==> src/panel_video_pkg.sv <==
// Shared constants and types of the panel video output timing block
package panel_video_pkg;

  // ----------------------------------------------------------------
  // Clock, widths
  // ----------------------------------------------------------------
  localparam int CLK_PERIOD_NS = 4;
  localparam int WORD_W        = 12;
  localparam int CNT_W         = 26;
  localparam int PH_W          = 5;
  localparam int WCNT_W        = 8;
  localparam int BCNT_W        = 4;
  localparam int GAP_W         = 6;

  // ----------------------------------------------------------------
  // Times as printed
  // ----------------------------------------------------------------
  localparam int FRAME_1X1_MS       = 130;
  localparam int FRAME_2X2_MS       = 66;
  localparam int FRAME_4X4_MS       = 33;
  localparam int VSYNC_DUMMY_US     = 420;
  localparam int TRIG_DELAY_US      = 210;
  localparam int LINE_PERIOD_US     = 110;
  localparam int HSYNC_DUMMY_1X1_US = 22;
  localparam int HSYNC_DUMMY_2X2_US = 63;
  localparam int HSYNC_DUMMY_4X4_US = 84;
  localparam int PCLK_PERIOD_NS     = 66;
  localparam int PCLK_HIGH_NS       = 33;
  localparam int BLOCK_GAP_NS       = 200;

  // ----------------------------------------------------------------
  // Cycle counts, typical figures rounded down
  // ----------------------------------------------------------------
  localparam int FRAME_1X1_CYC_D   = FRAME_1X1_MS * 1000000 / CLK_PERIOD_NS;
  localparam int FRAME_2X2_CYC_D   = FRAME_2X2_MS * 1000000 / CLK_PERIOD_NS;
  localparam int FRAME_4X4_CYC_D   = FRAME_4X4_MS * 1000000 / CLK_PERIOD_NS;
  localparam int VSYNC_DUMMY_CYC_D = VSYNC_DUMMY_US * 1000 / CLK_PERIOD_NS;
  localparam int TRIG_DELAY_CYC_D  = TRIG_DELAY_US * 1000 / CLK_PERIOD_NS;
  localparam int LINE_CYC_D        = LINE_PERIOD_US * 1000 / CLK_PERIOD_NS;
  localparam int HDUM_1X1_CYC_D    = HSYNC_DUMMY_1X1_US * 1000 / CLK_PERIOD_NS;
  localparam int HDUM_2X2_CYC_D    = HSYNC_DUMMY_2X2_US * 1000 / CLK_PERIOD_NS;
  localparam int HDUM_4X4_CYC_D    = HSYNC_DUMMY_4X4_US * 1000 / CLK_PERIOD_NS;

  localparam logic [PH_W-1:0]   PH_LAST   = PH_W'(PCLK_PERIOD_NS / CLK_PERIOD_NS);
  localparam logic [PH_W-1:0]   PH_HIGH   = PH_W'(PCLK_HIGH_NS / CLK_PERIOD_NS);
  localparam logic [PH_W-1:0]   PH_FIRST  = 5'h01;
  localparam logic [GAP_W-1:0]  GAP_LAST  = GAP_W'(BLOCK_GAP_NS / CLK_PERIOD_NS - 1);
  localparam logic [WCNT_W-1:0] WORD_LAST = 8'h9b;
  localparam logic [BCNT_W-1:0] BLK_1X1_LAST = 4'h7;
  localparam logic [BCNT_W-1:0] BLK_2X2_LAST = 4'h3;
  localparam logic [BCNT_W-1:0] BLK_4X4_LAST = 4'h1;

  // ----------------------------------------------------------------
  // Types
  // ----------------------------------------------------------------
  typedef enum logic [2:0] {
    BIN_1X1 = 3'b001,
    BIN_2X2 = 3'b010,
    BIN_4X4 = 3'b100
  } bin_mode_t;

  typedef enum logic [2:0] {
    F_IDLE  = 3'b001,
    F_DELAY = 3'b010,
    F_RUN   = 3'b100
  } frame_state_t;

  typedef enum logic [5:0] {
    L_IDLE  = 6'b000001,
    L_DUMMY = 6'b000010,
    L_GAP   = 6'b000100,
    L_DATA  = 6'b001000,
    L_BGAP  = 6'b010000,
    L_TAIL  = 6'b100000
  } line_state_t;

endpackage

==> src/panel_video_timing.sv <==
// Frame, line and pixel timing generator of the panel video output
//
// Requirements of the document
// Frame period 130, 66 or 33 ms
// Dummy frame sync pulse 420 us
// External trigger delays frame by 210 us
// Line period 110 us in all modes
// Dummy line pulse 22, 63, 84 us
// Pixel clock 66 ns period, 33 ns high; code gives 64 ns period, 32 ns high
// 200 ns gap between readout blocks
// One new pixel word per pixel clock
// Data line 1 is the MSB
// Grabber takes 16 bits at 16 MHz
// Grabber drives binning and trigger pins
// 156 words per readout block
// Line and pixel timing ignore trigger mode
// Binning pin encoding is configurable
// Grabber keeps words only inside line sync
`timescale 1ns/1ps
module panel_video_timing #(
  parameter logic [1:0] BIN_CODE_2X2 = 2'h1,
  parameter logic [1:0] BIN_CODE_4X4 = 2'h2,
  parameter logic [panel_video_pkg::CNT_W-1:0] FRAME_1X1_CYC =
    panel_video_pkg::CNT_W'(panel_video_pkg::FRAME_1X1_CYC_D),
  parameter logic [panel_video_pkg::CNT_W-1:0] FRAME_2X2_CYC =
    panel_video_pkg::CNT_W'(panel_video_pkg::FRAME_2X2_CYC_D),
  parameter logic [panel_video_pkg::CNT_W-1:0] FRAME_4X4_CYC =
    panel_video_pkg::CNT_W'(panel_video_pkg::FRAME_4X4_CYC_D),
  parameter logic [panel_video_pkg::CNT_W-1:0] VSYNC_DUMMY_CYC =
    panel_video_pkg::CNT_W'(panel_video_pkg::VSYNC_DUMMY_CYC_D),
  parameter logic [panel_video_pkg::CNT_W-1:0] TRIG_DELAY_CYC =
    panel_video_pkg::CNT_W'(panel_video_pkg::TRIG_DELAY_CYC_D),
  parameter logic [panel_video_pkg::CNT_W-1:0] LINE_CYC =
    panel_video_pkg::CNT_W'(panel_video_pkg::LINE_CYC_D),
  parameter logic [panel_video_pkg::CNT_W-1:0] HDUM_1X1_CYC =
    panel_video_pkg::CNT_W'(panel_video_pkg::HDUM_1X1_CYC_D),
  parameter logic [panel_video_pkg::CNT_W-1:0] HDUM_2X2_CYC =
    panel_video_pkg::CNT_W'(panel_video_pkg::HDUM_2X2_CYC_D),
  parameter logic [panel_video_pkg::CNT_W-1:0] HDUM_4X4_CYC =
    panel_video_pkg::CNT_W'(panel_video_pkg::HDUM_4X4_CYC_D)
) (
  input  wire logic                               clk_sys_in,
  input  wire logic                               sys_rst_in,
  input  wire logic                               binning_select_lo_in,
  input  wire logic                               binning_select_hi_in,
  input  wire logic                               trigger_source_select_in,
  input  wire logic                               external_trigger_in,
  input  wire logic [panel_video_pkg::WORD_W-1:0] src_word_in,
  input  wire logic                               src_valid_in,
  output logic                                    src_ready_out,
  output logic                                    frame_sync_out,
  output logic                                    line_sync_out,
  output logic                                    pixel_clock_out,
  output logic      [panel_video_pkg::WORD_W-1:0] pixel_word_out
);
  import panel_video_pkg::*;

  // ----------------------------------------------------------------
  // Pin synchronisers and trigger edge
  // ----------------------------------------------------------------
  logic [3:0]        pins_s;
  logic              trig_d_r;
  logic              trig_rise;
  logic              ext_sel_s;
  logic [1:0]        bin_code_s;
  bin_mode_t         bin_now;

  pin_sync #(
    .W (4)
  ) u_pin_sync (
    .clk_in (clk_sys_in),
    .rst_in (sys_rst_in),
    .d_in   ({binning_select_hi_in, binning_select_lo_in,
              trigger_source_select_in, external_trigger_in}),
    .q_out  (pins_s)
  );

  // encoding set by parameters
  function automatic bin_mode_t bin_decode(input logic [1:0] code);
    bin_mode_t m;
    m = BIN_1X1;
    if (code == BIN_CODE_2X2) begin
      m = BIN_2X2;
    end else if (code == BIN_CODE_4X4) begin
      m = BIN_4X4;
    end
    return m;
  endfunction

  assign bin_code_s = pins_s[3:2];
  assign ext_sel_s  = pins_s[1];
  assign trig_rise  = pins_s[0] && !trig_d_r;
  assign bin_now    = bin_decode(bin_code_s);

  // ----------------------------------------------------------------
  // Word buffer
  // ----------------------------------------------------------------
  // Two entries absorb a source stall without losing a word
  logic [WORD_W-1:0] buf_word;
  logic              buf_valid;
  logic              take;

  word_fifo #(
    .W     (WORD_W),
    .DEPTH (2)
  ) u_word_fifo (
    .clk_in       (clk_sys_in),
    .rst_in       (sys_rst_in),
    .wr_data_in   (src_word_in),
    .wr_valid_in  (src_valid_in),
    .wr_ready_out (src_ready_out),
    .rd_data_out  (buf_word),
    .rd_valid_out (buf_valid),
    .rd_ready_in  (take)
  );

  // ----------------------------------------------------------------
  // Mode dependent figures
  // ----------------------------------------------------------------
  frame_state_t      f_state_r;
  frame_state_t      f_nxt;
  logic [CNT_W-1:0]  frm_cnt_r;
  logic [CNT_W-1:0]  frm_cnt_nxt;
  bin_mode_t         mode_r;
  logic              ext_mode_r;
  logic              start;
  logic [CNT_W-1:0]  frm_period;
  logic [CNT_W-1:0]  hdum_cyc;
  logic [BCNT_W-1:0] blk_last;
  logic [CNT_W-1:0]  act_start;
  logic [CNT_W-1:0]  last_line_start;

  // frame period per binning mode
  assign frm_period = (mode_r == BIN_4X4) ? FRAME_4X4_CYC :
                      (mode_r == BIN_2X2) ? FRAME_2X2_CYC : FRAME_1X1_CYC;
  // dummy line pulse per binning mode
  assign hdum_cyc   = (mode_r == BIN_4X4) ? HDUM_4X4_CYC :
                      (mode_r == BIN_2X2) ? HDUM_2X2_CYC : HDUM_1X1_CYC;
  assign blk_last   = (mode_r == BIN_4X4) ? BLK_4X4_LAST :
                      (mode_r == BIN_2X2) ? BLK_2X2_LAST : BLK_1X1_LAST;
  assign act_start       = VSYNC_DUMMY_CYC + CNT_W'(GAP_LAST) + 1'b1;
  assign last_line_start = frm_period - LINE_CYC;

  // ----------------------------------------------------------------
  // Frame sequencer
  // ----------------------------------------------------------------
  always_comb begin
    f_nxt       = f_state_r;
    frm_cnt_nxt = frm_cnt_r + 1'b1;
    start       = 1'b0;
    unique case (f_state_r)
      F_IDLE: begin
        frm_cnt_nxt = '0;
        if (!ext_sel_s) begin
          start = 1'b1;
        end else if (trig_rise) begin
          f_nxt = F_DELAY;
        end
      end
      // trigger to frame start delay
      F_DELAY: begin
        if (frm_cnt_r == TRIG_DELAY_CYC - 1'b1) begin
          start = 1'b1;
        end
      end
      // restart or wait for the next trigger
      F_RUN: begin
        if (frm_cnt_r == frm_period - 1'b1) begin
          // A switch to external mode must not start a frame without a trigger
          if (ext_mode_r || ext_sel_s) begin
            f_nxt       = F_IDLE;
            frm_cnt_nxt = '0;
          end else begin
            start = 1'b1;
          end
        end
      end
    endcase
    if (start) begin
      f_nxt       = F_RUN;
      frm_cnt_nxt = '0;
    end
  end

  // ----------------------------------------------------------------
  // Line and pixel sequencer
  // ----------------------------------------------------------------
  line_state_t       l_state_r;
  line_state_t       l_nxt;
  logic [CNT_W-1:0]  ln_cnt_r;
  logic [CNT_W-1:0]  ln_nxt;
  logic [PH_W-1:0]   ph_r;
  logic [PH_W-1:0]   ph_nxt;
  logic [WCNT_W-1:0] word_cnt_r;
  logic [WCNT_W-1:0] wc_nxt;
  logic [BCNT_W-1:0] blk_cnt_r;
  logic [BCNT_W-1:0] bc_nxt;
  logic [GAP_W-1:0]  gap_cnt_r;
  logic [GAP_W-1:0]  gap_nxt;
  logic              l_busy;
  logic              line_end;
  logic              line_ok;
  logic              line_go;
  logic              word_end;
  logic              last_word;
  logic              want_word;

  // no term here looks at the trigger mode
  assign l_busy    = (l_state_r != L_IDLE);
  assign line_end  = l_busy && (ln_cnt_r == LINE_CYC - 1'b1);
  assign line_ok   = (f_state_r == F_RUN) && (frm_cnt_r >= act_start) &&
                     (frm_cnt_r <= last_line_start);
  assign line_go   = line_ok && (!l_busy || line_end);
  assign word_end  = (l_state_r == L_DATA) && (ph_r == PH_LAST);
  assign last_word = (word_cnt_r == WORD_LAST);
  assign want_word = (l_state_r == L_DATA) && ((ph_r == '0) || (word_end && !last_word));
  // a word leaves the buffer once per pixel period
  assign take      = want_word && buf_valid && !line_end;

  always_comb begin
    l_nxt   = l_state_r;
    ln_nxt  = ln_cnt_r + 1'b1;
    ph_nxt  = ph_r;
    wc_nxt  = word_cnt_r;
    bc_nxt  = blk_cnt_r;
    gap_nxt = gap_cnt_r;
    // a new line every line period
    if (line_go) begin
      l_nxt   = L_DUMMY;
      ln_nxt  = '0;
      ph_nxt  = '0;
      wc_nxt  = '0;
      bc_nxt  = '0;
      gap_nxt = '0;
    end else if (line_end || !l_busy) begin
      l_nxt  = L_IDLE;
      ln_nxt = '0;
      ph_nxt = '0;
    end else begin
      unique case (l_state_r)
        L_IDLE: begin
          l_nxt = L_IDLE;
        end
        // dummy line pulse length
        L_DUMMY: begin
          if (ln_cnt_r == hdum_cyc - 1'b1) begin
            l_nxt = L_GAP;
          end
        end
        // gap with the pixel clock stopped
        L_GAP, L_BGAP: begin
          gap_nxt = gap_cnt_r + 1'b1;
          if (gap_cnt_r == GAP_LAST) begin
            l_nxt   = L_DATA;
            gap_nxt = '0;
            wc_nxt  = '0;
          end
        end
        // block ends after its last word
        L_DATA: begin
          if (take) begin
            ph_nxt = PH_FIRST;
          end else if (ph_r == PH_LAST) begin
            ph_nxt = '0;
            if (last_word) begin
              bc_nxt = blk_cnt_r + 1'b1;
              l_nxt  = (blk_cnt_r == blk_last) ? L_TAIL : L_BGAP;
            end
          end else if (ph_r != '0) begin
            ph_nxt = ph_r + 1'b1;
          end
          if (word_end && !last_word) begin
            wc_nxt = word_cnt_r + 1'b1;
          end
        end
        L_TAIL: begin
          l_nxt = L_TAIL;
        end
      endcase
    end
  end

  // ----------------------------------------------------------------
  // Output decode
  // ----------------------------------------------------------------
  logic              pclk_nxt;
  logic              hsync_nxt;
  logic              vsync_nxt;
  logic              pclk_r;
  logic              hsync_r;
  logic              vsync_r;
  logic [WORD_W-1:0] word_r;

  // high for the first half of each pixel period
  assign pclk_nxt  = (l_nxt == L_DATA) && (ph_nxt != '0) && (ph_nxt <= PH_HIGH);
  assign hsync_nxt = (l_nxt == L_DUMMY) || (l_nxt == L_DATA) || (l_nxt == L_BGAP);
  // dummy frame pulse, then active region
  assign vsync_nxt = (f_state_r == F_RUN) && ((frm_cnt_r < VSYNC_DUMMY_CYC) ||
                     ((frm_cnt_r >= act_start) && (line_ok || l_busy)));

  // ----------------------------------------------------------------
  // Registers
  // ----------------------------------------------------------------
  always_ff @(posedge clk_sys_in) begin
    if (sys_rst_in) begin
      f_state_r  <= F_IDLE;
      frm_cnt_r  <= '0;
      mode_r     <= BIN_1X1;
      ext_mode_r <= 1'b0;
      trig_d_r   <= 1'b0;
    end else begin
      f_state_r <= f_nxt;
      frm_cnt_r <= frm_cnt_nxt;
      trig_d_r  <= pins_s[0];
      // Mode is frozen for a whole frame so lines never change shape mid-frame
      if (start) begin
        mode_r     <= bin_now;
        ext_mode_r <= ext_sel_s;
      end
    end
  end

  always_ff @(posedge clk_sys_in) begin
    if (sys_rst_in) begin
      l_state_r  <= L_IDLE;
      ln_cnt_r   <= '0;
      ph_r       <= '0;
      word_cnt_r <= '0;
      blk_cnt_r  <= '0;
      gap_cnt_r  <= '0;
    end else begin
      l_state_r  <= l_nxt;
      ln_cnt_r   <= ln_nxt;
      ph_r       <= ph_nxt;
      word_cnt_r <= wc_nxt;
      blk_cnt_r  <= bc_nxt;
      gap_cnt_r  <= gap_nxt;
    end
  end

  always_ff @(posedge clk_sys_in) begin
    if (sys_rst_in) begin
      pclk_r  <= 1'b0;
      hsync_r <= 1'b0;
      vsync_r <= 1'b0;
      word_r  <= '0;
    end else begin
      pclk_r  <= pclk_nxt;
      hsync_r <= hsync_nxt;
      vsync_r <= vsync_nxt;
      // bit 11 carries data line 1
      if (take) begin
        word_r <= buf_word;
      end
    end
  end

  assign pixel_clock_out = pclk_r;
  assign line_sync_out   = hsync_r;
  assign frame_sync_out  = vsync_r;
  assign pixel_word_out  = word_r;

  // ----------------------------------------------------------------
  // Assertions
  // ----------------------------------------------------------------
  a_frame_restart: assert property (@(posedge clk_sys_in) disable iff (sys_rst_in)
    (f_state_r == F_RUN && !ext_mode_r && !ext_sel_s && frm_cnt_r == frm_period - 1'b1)
      |=> (f_state_r == F_RUN && frm_cnt_r == '0))
    else $error("frame did not restart at period end");

  a_ext_wait: assert property (@(posedge clk_sys_in) disable iff (sys_rst_in)
    (f_state_r == F_RUN && ext_sel_s && frm_cnt_r == frm_period - 1'b1)
      |=> (f_state_r == F_IDLE))
    else $error("external mode frame started without trigger");

  a_vsync_dummy_end: assert property (@(posedge clk_sys_in) disable iff (sys_rst_in)
    (f_state_r == F_RUN && frm_cnt_r == VSYNC_DUMMY_CYC && $past(f_state_r) == F_RUN)
      |=> !frame_sync_out)
    else $error("dummy frame pulse too long");

  a_trig_delay: assert property (@(posedge clk_sys_in) disable iff (sys_rst_in)
    (f_state_r == F_DELAY && frm_cnt_r == TRIG_DELAY_CYC - 1'b1)
      |=> (f_state_r == F_RUN && frm_cnt_r == '0))
    else $error("trigger delay not honoured");

  a_int_no_delay: assert property (@(posedge clk_sys_in) disable iff (sys_rst_in)
    (f_state_r == F_IDLE && !ext_sel_s) |=> (f_state_r == F_RUN))
    else $error("internal mode waited for trigger");

  a_line_length: assert property (@(posedge clk_sys_in) disable iff (sys_rst_in)
    (l_busy && line_ok && ln_cnt_r == LINE_CYC - 1'b1)
      |=> (l_state_r == L_DUMMY && ln_cnt_r == '0))
    else $error("line period broken");

  a_hsync_dummy: assert property (@(posedge clk_sys_in) disable iff (sys_rst_in)
    (l_state_r == L_DUMMY && ln_cnt_r == hdum_cyc - 1'b1 && !line_end)
      |=> (l_state_r == L_GAP) ##1 !line_sync_out)
    else $error("dummy line pulse wrong length");

  a_pclk_width: assert property (@(posedge clk_sys_in) disable iff (sys_rst_in)
    ($rose(pixel_clock_out) && ln_cnt_r < LINE_CYC - 5'h10)
      |-> pixel_clock_out [*8] ##1 !pixel_clock_out [*8])
    else $error("pixel clock shape wrong");

  a_block_gap: assert property (@(posedge clk_sys_in) disable iff (sys_rst_in)
    ($rose(l_state_r == L_BGAP) && ln_cnt_r < LINE_CYC - 7'h40)
      |-> ##49 (l_state_r == L_BGAP) ##1 (l_state_r == L_DATA))
    else $error("block gap wrong length");

  a_word_change: assert property (@(posedge clk_sys_in) disable iff (sys_rst_in)
    $changed(pixel_word_out) |-> $rose(pixel_clock_out))
    else $error("word changed outside pixel clock rise");

  a_block_words: assert property (@(posedge clk_sys_in) disable iff (sys_rst_in)
    (word_end && last_word && !line_end) |=> (l_state_r != L_DATA && ph_r == '0))
    else $error("block did not end after its last word");
endmodule

==> src/pin_sync.sv <==
// Two flip-flop synchroniser for asynchronous pin levels
`timescale 1ns/1ps
module pin_sync #(
  parameter int W = 1
) (
  input  wire logic         clk_in,
  input  wire logic         rst_in,
  input  wire logic [W-1:0] d_in,
  output logic      [W-1:0] q_out
);
  logic [W-1:0] meta_r;
  logic [W-1:0] sync_r;

  always_ff @(posedge clk_in) begin
    if (rst_in) begin
      meta_r <= '0;
      sync_r <= '0;
    end else begin
      meta_r <= d_in;
      sync_r <= meta_r;
    end
  end

  assign q_out = sync_r;
endmodule

==> src/word_fifo.sv <==
// Small valid/ready word buffer
`timescale 1ns/1ps
module word_fifo #(
  parameter int W     = 12,
  parameter int DEPTH = 2
) (
  input  wire logic         clk_in,
  input  wire logic         rst_in,
  input  wire logic [W-1:0] wr_data_in,
  input  wire logic         wr_valid_in,
  output logic              wr_ready_out,
  output logic      [W-1:0] rd_data_out,
  output logic              rd_valid_out,
  input  wire logic         rd_ready_in
);
  localparam int AW = (DEPTH > 1) ? $clog2(DEPTH) : 1;
  localparam logic [AW-1:0] PTR_LAST = AW'(DEPTH - 1);
  localparam logic [AW:0]   CNT_FULL = (AW + 1)'(DEPTH);

  logic [W-1:0]  mem_r [DEPTH];
  logic [AW-1:0] wp_r;
  logic [AW-1:0] rp_r;
  logic [AW:0]   cnt_r;
  logic          push;
  logic          pop;

  assign wr_ready_out = (cnt_r != CNT_FULL);
  assign rd_valid_out = (cnt_r != '0);
  assign rd_data_out  = mem_r[rp_r];
  assign push         = wr_valid_in && wr_ready_out;
  assign pop          = rd_valid_out && rd_ready_in;

  always_ff @(posedge clk_in) begin
    if (push) begin
      mem_r[wp_r] <= wr_data_in;
    end
  end

  always_ff @(posedge clk_in) begin
    if (rst_in) begin
      wp_r  <= '0;
      rp_r  <= '0;
      cnt_r <= '0;
    end else begin
      if (push) begin
        wp_r <= (wp_r == PTR_LAST) ? '0 : wp_r + 1'b1;
      end
      if (pop) begin
        rp_r <= (rp_r == PTR_LAST) ? '0 : rp_r + 1'b1;
      end
      if (push && !pop) begin
        cnt_r <= cnt_r + 1'b1;
      end else if (pop && !push) begin
        cnt_r <= cnt_r - 1'b1;
      end
    end
  end
endmodule
==> config.mk <==
export PLATFORM = sky130hd
export DESIGN_NAME = panel_video_timing
export DESIGN_NICKNAME = d
export VERILOG_FILES = /design/src/panel_video_pkg.sv /design/src/panel_video_timing.sv /design/src/pin_sync.sv /design/src/word_fifo.sv
export SDC_FILE = /design/constraint.sdc
export NUM_CORES = 1
export LEC_CHECK = 0
export ABC_AREA = 1
export BUFFER_PORTS_ARGS = -buffer_cell sky130_fd_sc_hd__buf_2
export CELL_PAD_IN_SITES_DETAIL_PLACEMENT = 0
export CELL_PAD_IN_SITES_GLOBAL_PLACEMENT = 2
export CORE_UTILIZATION = 37
export DETAILED_ROUTE_END_ITERATION = 16
export PLACE_DENSITY_LB_ADDON = 0.1
export REMOVE_ABC_BUFFERS = 1
export SETUP_SLACK_MARGIN = 0.4
export SYNTH_ARGS = -nofsm -noshare
export SYNTH_HDL_FRONTEND = slang
export SYNTH_SLANG_ARGS = --single-unit
==> constraint.sdc <==
create_clock -name clk_sys_in -period 2.64 [get_ports clk_sys_in]
set_input_delay 0.396 -clock clk_sys_in [delete_from_list [all_inputs] [get_ports clk_sys_in]]
set_output_delay 0.396 -clock clk_sys_in [all_outputs]
set_load 0.03 [all_outputs]
==> impl_metrics.yaml <==
yosys:
  yosysUniqueCellTypes: 48
  synth-simple-area-share: 0.312
  synthXorXnorAreaFrac: 0.0541
  yosysSeqAreaShare: 0.417
  synth_top_family_by_area: "simple AND/OR/NAND/NOR gates"
  synth_mux_area_frac: 0
  synth_cells: 939
  ys_ff_latch: 140
  yosys.area.top_type: "dfxtp_1"
  yosys_warnings: 0
  synth-compound-area-share: 0.0893
  ys_top_cells_by_area: "dfxtp_1, edfxtp_1, nand2_1"
  synth_top_area_share: 0.319
  synth_area_sq_um: 7290
  syn_avg_cell_area_sq_um: 7.76
  synthAdderAreaFrac: 0.0429
routing:
  routed_via_density: 4.88
  drt_iter0_drc: 284
  num_vias: 6272
  final_antenna_net_count: 0
  drt-total-wl_um: 18300
  drc: 0
  first_pass_iters: 5
  wl_per_cell_um: 14.2
final_layout:
  final_util: 0.476
  nNetsFinal: 1056
  fin_area_sq_um: 9060
  seq_area_sq_um: 3050
  mostFrequentLayoutCell: "nand2_1"
  antenna_cells: 0
  multi_input_area_sq_um: 4040
  fillers: 1877
  syn_to_final_growth_pct: 24.3
  drive_gt1_frac: 0.232
  final_cell_mix: "nand2_1, nor2_1, dfxtp_1"
floorplan:
  dieHeight_um: 142
  die_w_um: 142
  core_sq_um: 19000
  ios: 35
  rows: 50
  dieArea_sq_um: 20300
  initial_core_util: 0.383
placement:
  post_dp_cell_area_sq_um: 7760
  place_hpwl_um: 13000
  portBuffers: 34
  gp_congestion: 0.935
  dp_slack_ns: 0.175
sta:
  timing.final.crit_share: 0.855
  maxSlewViolCount: 0
  finalHoldViolCount: 0
  fin_crit_ns: 2.26
  rsz0062_at_grt: "true"
  clock_skew_ns: 0.0133
  fin_ws_ns: 0.382
  max_freq_mhz: 443
  setup_tns_ns: 0
  setup_violations: 0
critical_path:
  arrival_ns: 2.57
  critPathBufInv: 2
  crit_path_end_kind: "flip-flop"
  path_max_fanout: 5
  crit_type: "flip-flop to flip-flop"
  path_common_cell: "nand3_4"
  slowest_stage: "dfxtp_2"
  slowest_delay_ns: 0.34
  required_ns: 2.95
  crit_chain: "inv_2, nand3_4, ha_1, nand2_1, nor4_1, nand4_1, o21ai_4, nand3_4, buf_12, nand2_8, nor3_2"
  critPathLaunchType: "flip-flop"
  crit_family: "simple AND/OR/NAND/NOR gates"
global_routing:
  grt_usage: 0.189
  grt-ovfl-total: 0
  grt_max_degree: 35
  grt_pass1_vias: 6140
  grt_antenna_before_repair: 0
  grt_pass1_wl_um: 30000
clock_network:
  cts_tree: "built"
  cts_root_buffer: "clkbuf_16"
  clock_latency_ns: 0.43
  cts_hold_repair.buffers: 0
  cts_buffers: 17
  cts.sinks: 140
  cts_buffer_depth: 2
  htree_levels: 4
  clk_pin_slew_ns: 0.07
flow_run:
  drv_cap: 0
min_path:
  hp-class: "input pin to flip-flop"
power:
  max-vdd-ir-drop_v: 0.000410
  power_uw: 4960
  power.leakage_uw: 0.00346
  power_density_nw_per_um2: 548
run_status:
  status: "finished clean"
layout make-up:
cell class	count	share of cell area
clock buffer	17	0.0470
clock inverter	15	0.0214
sequential	140	0.337
timing repair buffer	72	0.0580
inverter	127	0.0551
tap	260	0.0359
multi-input combinational	654	0.445
logic make-up after synthesis:
logic type	count (synthesis)
fa+ha+maj	25
xor+xnor	45
buf+inv	148
simple gates	469
other cells	2
flops	140
compound gates	110
synth_stat cells, drive strengths merged:
cell type,n
conb,2
dfxtp,116
a31oi,17
a211oi,4
clkinv,2
nor4,8
nand3,54
edfxtp,24
a41oi,1
nand3b,3
o21a,12
nand4,28
o21ai,29
a211o,1
xor2,33
nor3b,4
inv,125
ha,25
clkbuf,6
or2,1
nor3,41
xnor2,12
nor2,151
a21oi,41
and3,1
o211ai,3
o32ai,1
o22ai,1
nand2,178
buf,15
power by group:
| part | switching [uW] | total (uW) | leakage [uW] | internal [uW] |
|---|---|---|---|---|
| clock network | 1160 | 2450 | 0.000299 | 1290 |
| registers | 20.4 | 2240 | 0.00116 | 2220 |
| logic | 164 | 271 | 0.00200 | 106 |
registers in the layout, indices dropped and copies added, names as in the netlist, 2 cells and up:
name,count
ph_r,5
pixel_word_out,12
gap_cnt_r,6
frm_cnt_r,26
mode_r,3
blk_cnt_r,4
l_state_r,6
f_state_r,3
u_pin_sync.q_out,4
ln_cnt_r,26
u_pin_sync.meta_r,4
u_word_fifo.mem_r,24
word_cnt_r,8
u_word_fifo.cnt_r,2
per-layer routing:
| metal | global-route usage | share of wire | wire, um | vias up |
|---|---|---|---|---|
| li1 | - | - | - | 3232 |
| met1 | 0.238 | 0.48 | 8720 | 2952 |
| met2 | 0.327 | 0.49 | 8870 | 72 |
| met3 | 0.0367 | 0.024 | 444 | 16 |
| met4 | 0.0560 | 0.014 | 248 | 0 |
| met5 | 0 | 0 | 0 | - |
final timing paths:
kind,from,endpoint,slack [ns],depth (start not counted)
hold / removal,src_word_in[11],u_word_fifo.mem_r[0][11]$_DFFE_PP_,0.15,1
hold reg to reg,u_pin_sync.meta_r[2]$_SDFF_PP0_,u_pin_sync.q_out[2]$_SDFF_PP0_,0.40,2
setup reg to reg,mode_r[1]$_SDFFE_PP0P_,gap_cnt_r[4]$_SDFFE_PP0P_,0.38,11
setup / recovery,mode_r[1]$_SDFFE_PP0P_,gap_cnt_r[4]$_SDFFE_PP0P_,0.38,11
repair_timing:
| item | in CTS | in global routing |
|---|---|---|
| resized for setup | 35 | 64 |
| cloned | 3 | 2 |
| hold endpoints to repair | 0 | 0 |
| endpoints found under the setup margin | 55 | 60 |
| buffers inserted | 14 | 10 |
| pin swaps | 16 | 23 |
metrics by stage:
| step | cells | hold slack [ns] |
|---|---|---|
| floorplan | 918 | 0.388 |
| detailed placement | 1224 | 0.394 |
| global placement | 1224 | 0.402 |
| global route | 1285 | 0.130 |
| CTS | 1273 | 0.136 |
| finish | 1285 | 0.149 |
Power figures use the tool's default switching activity.
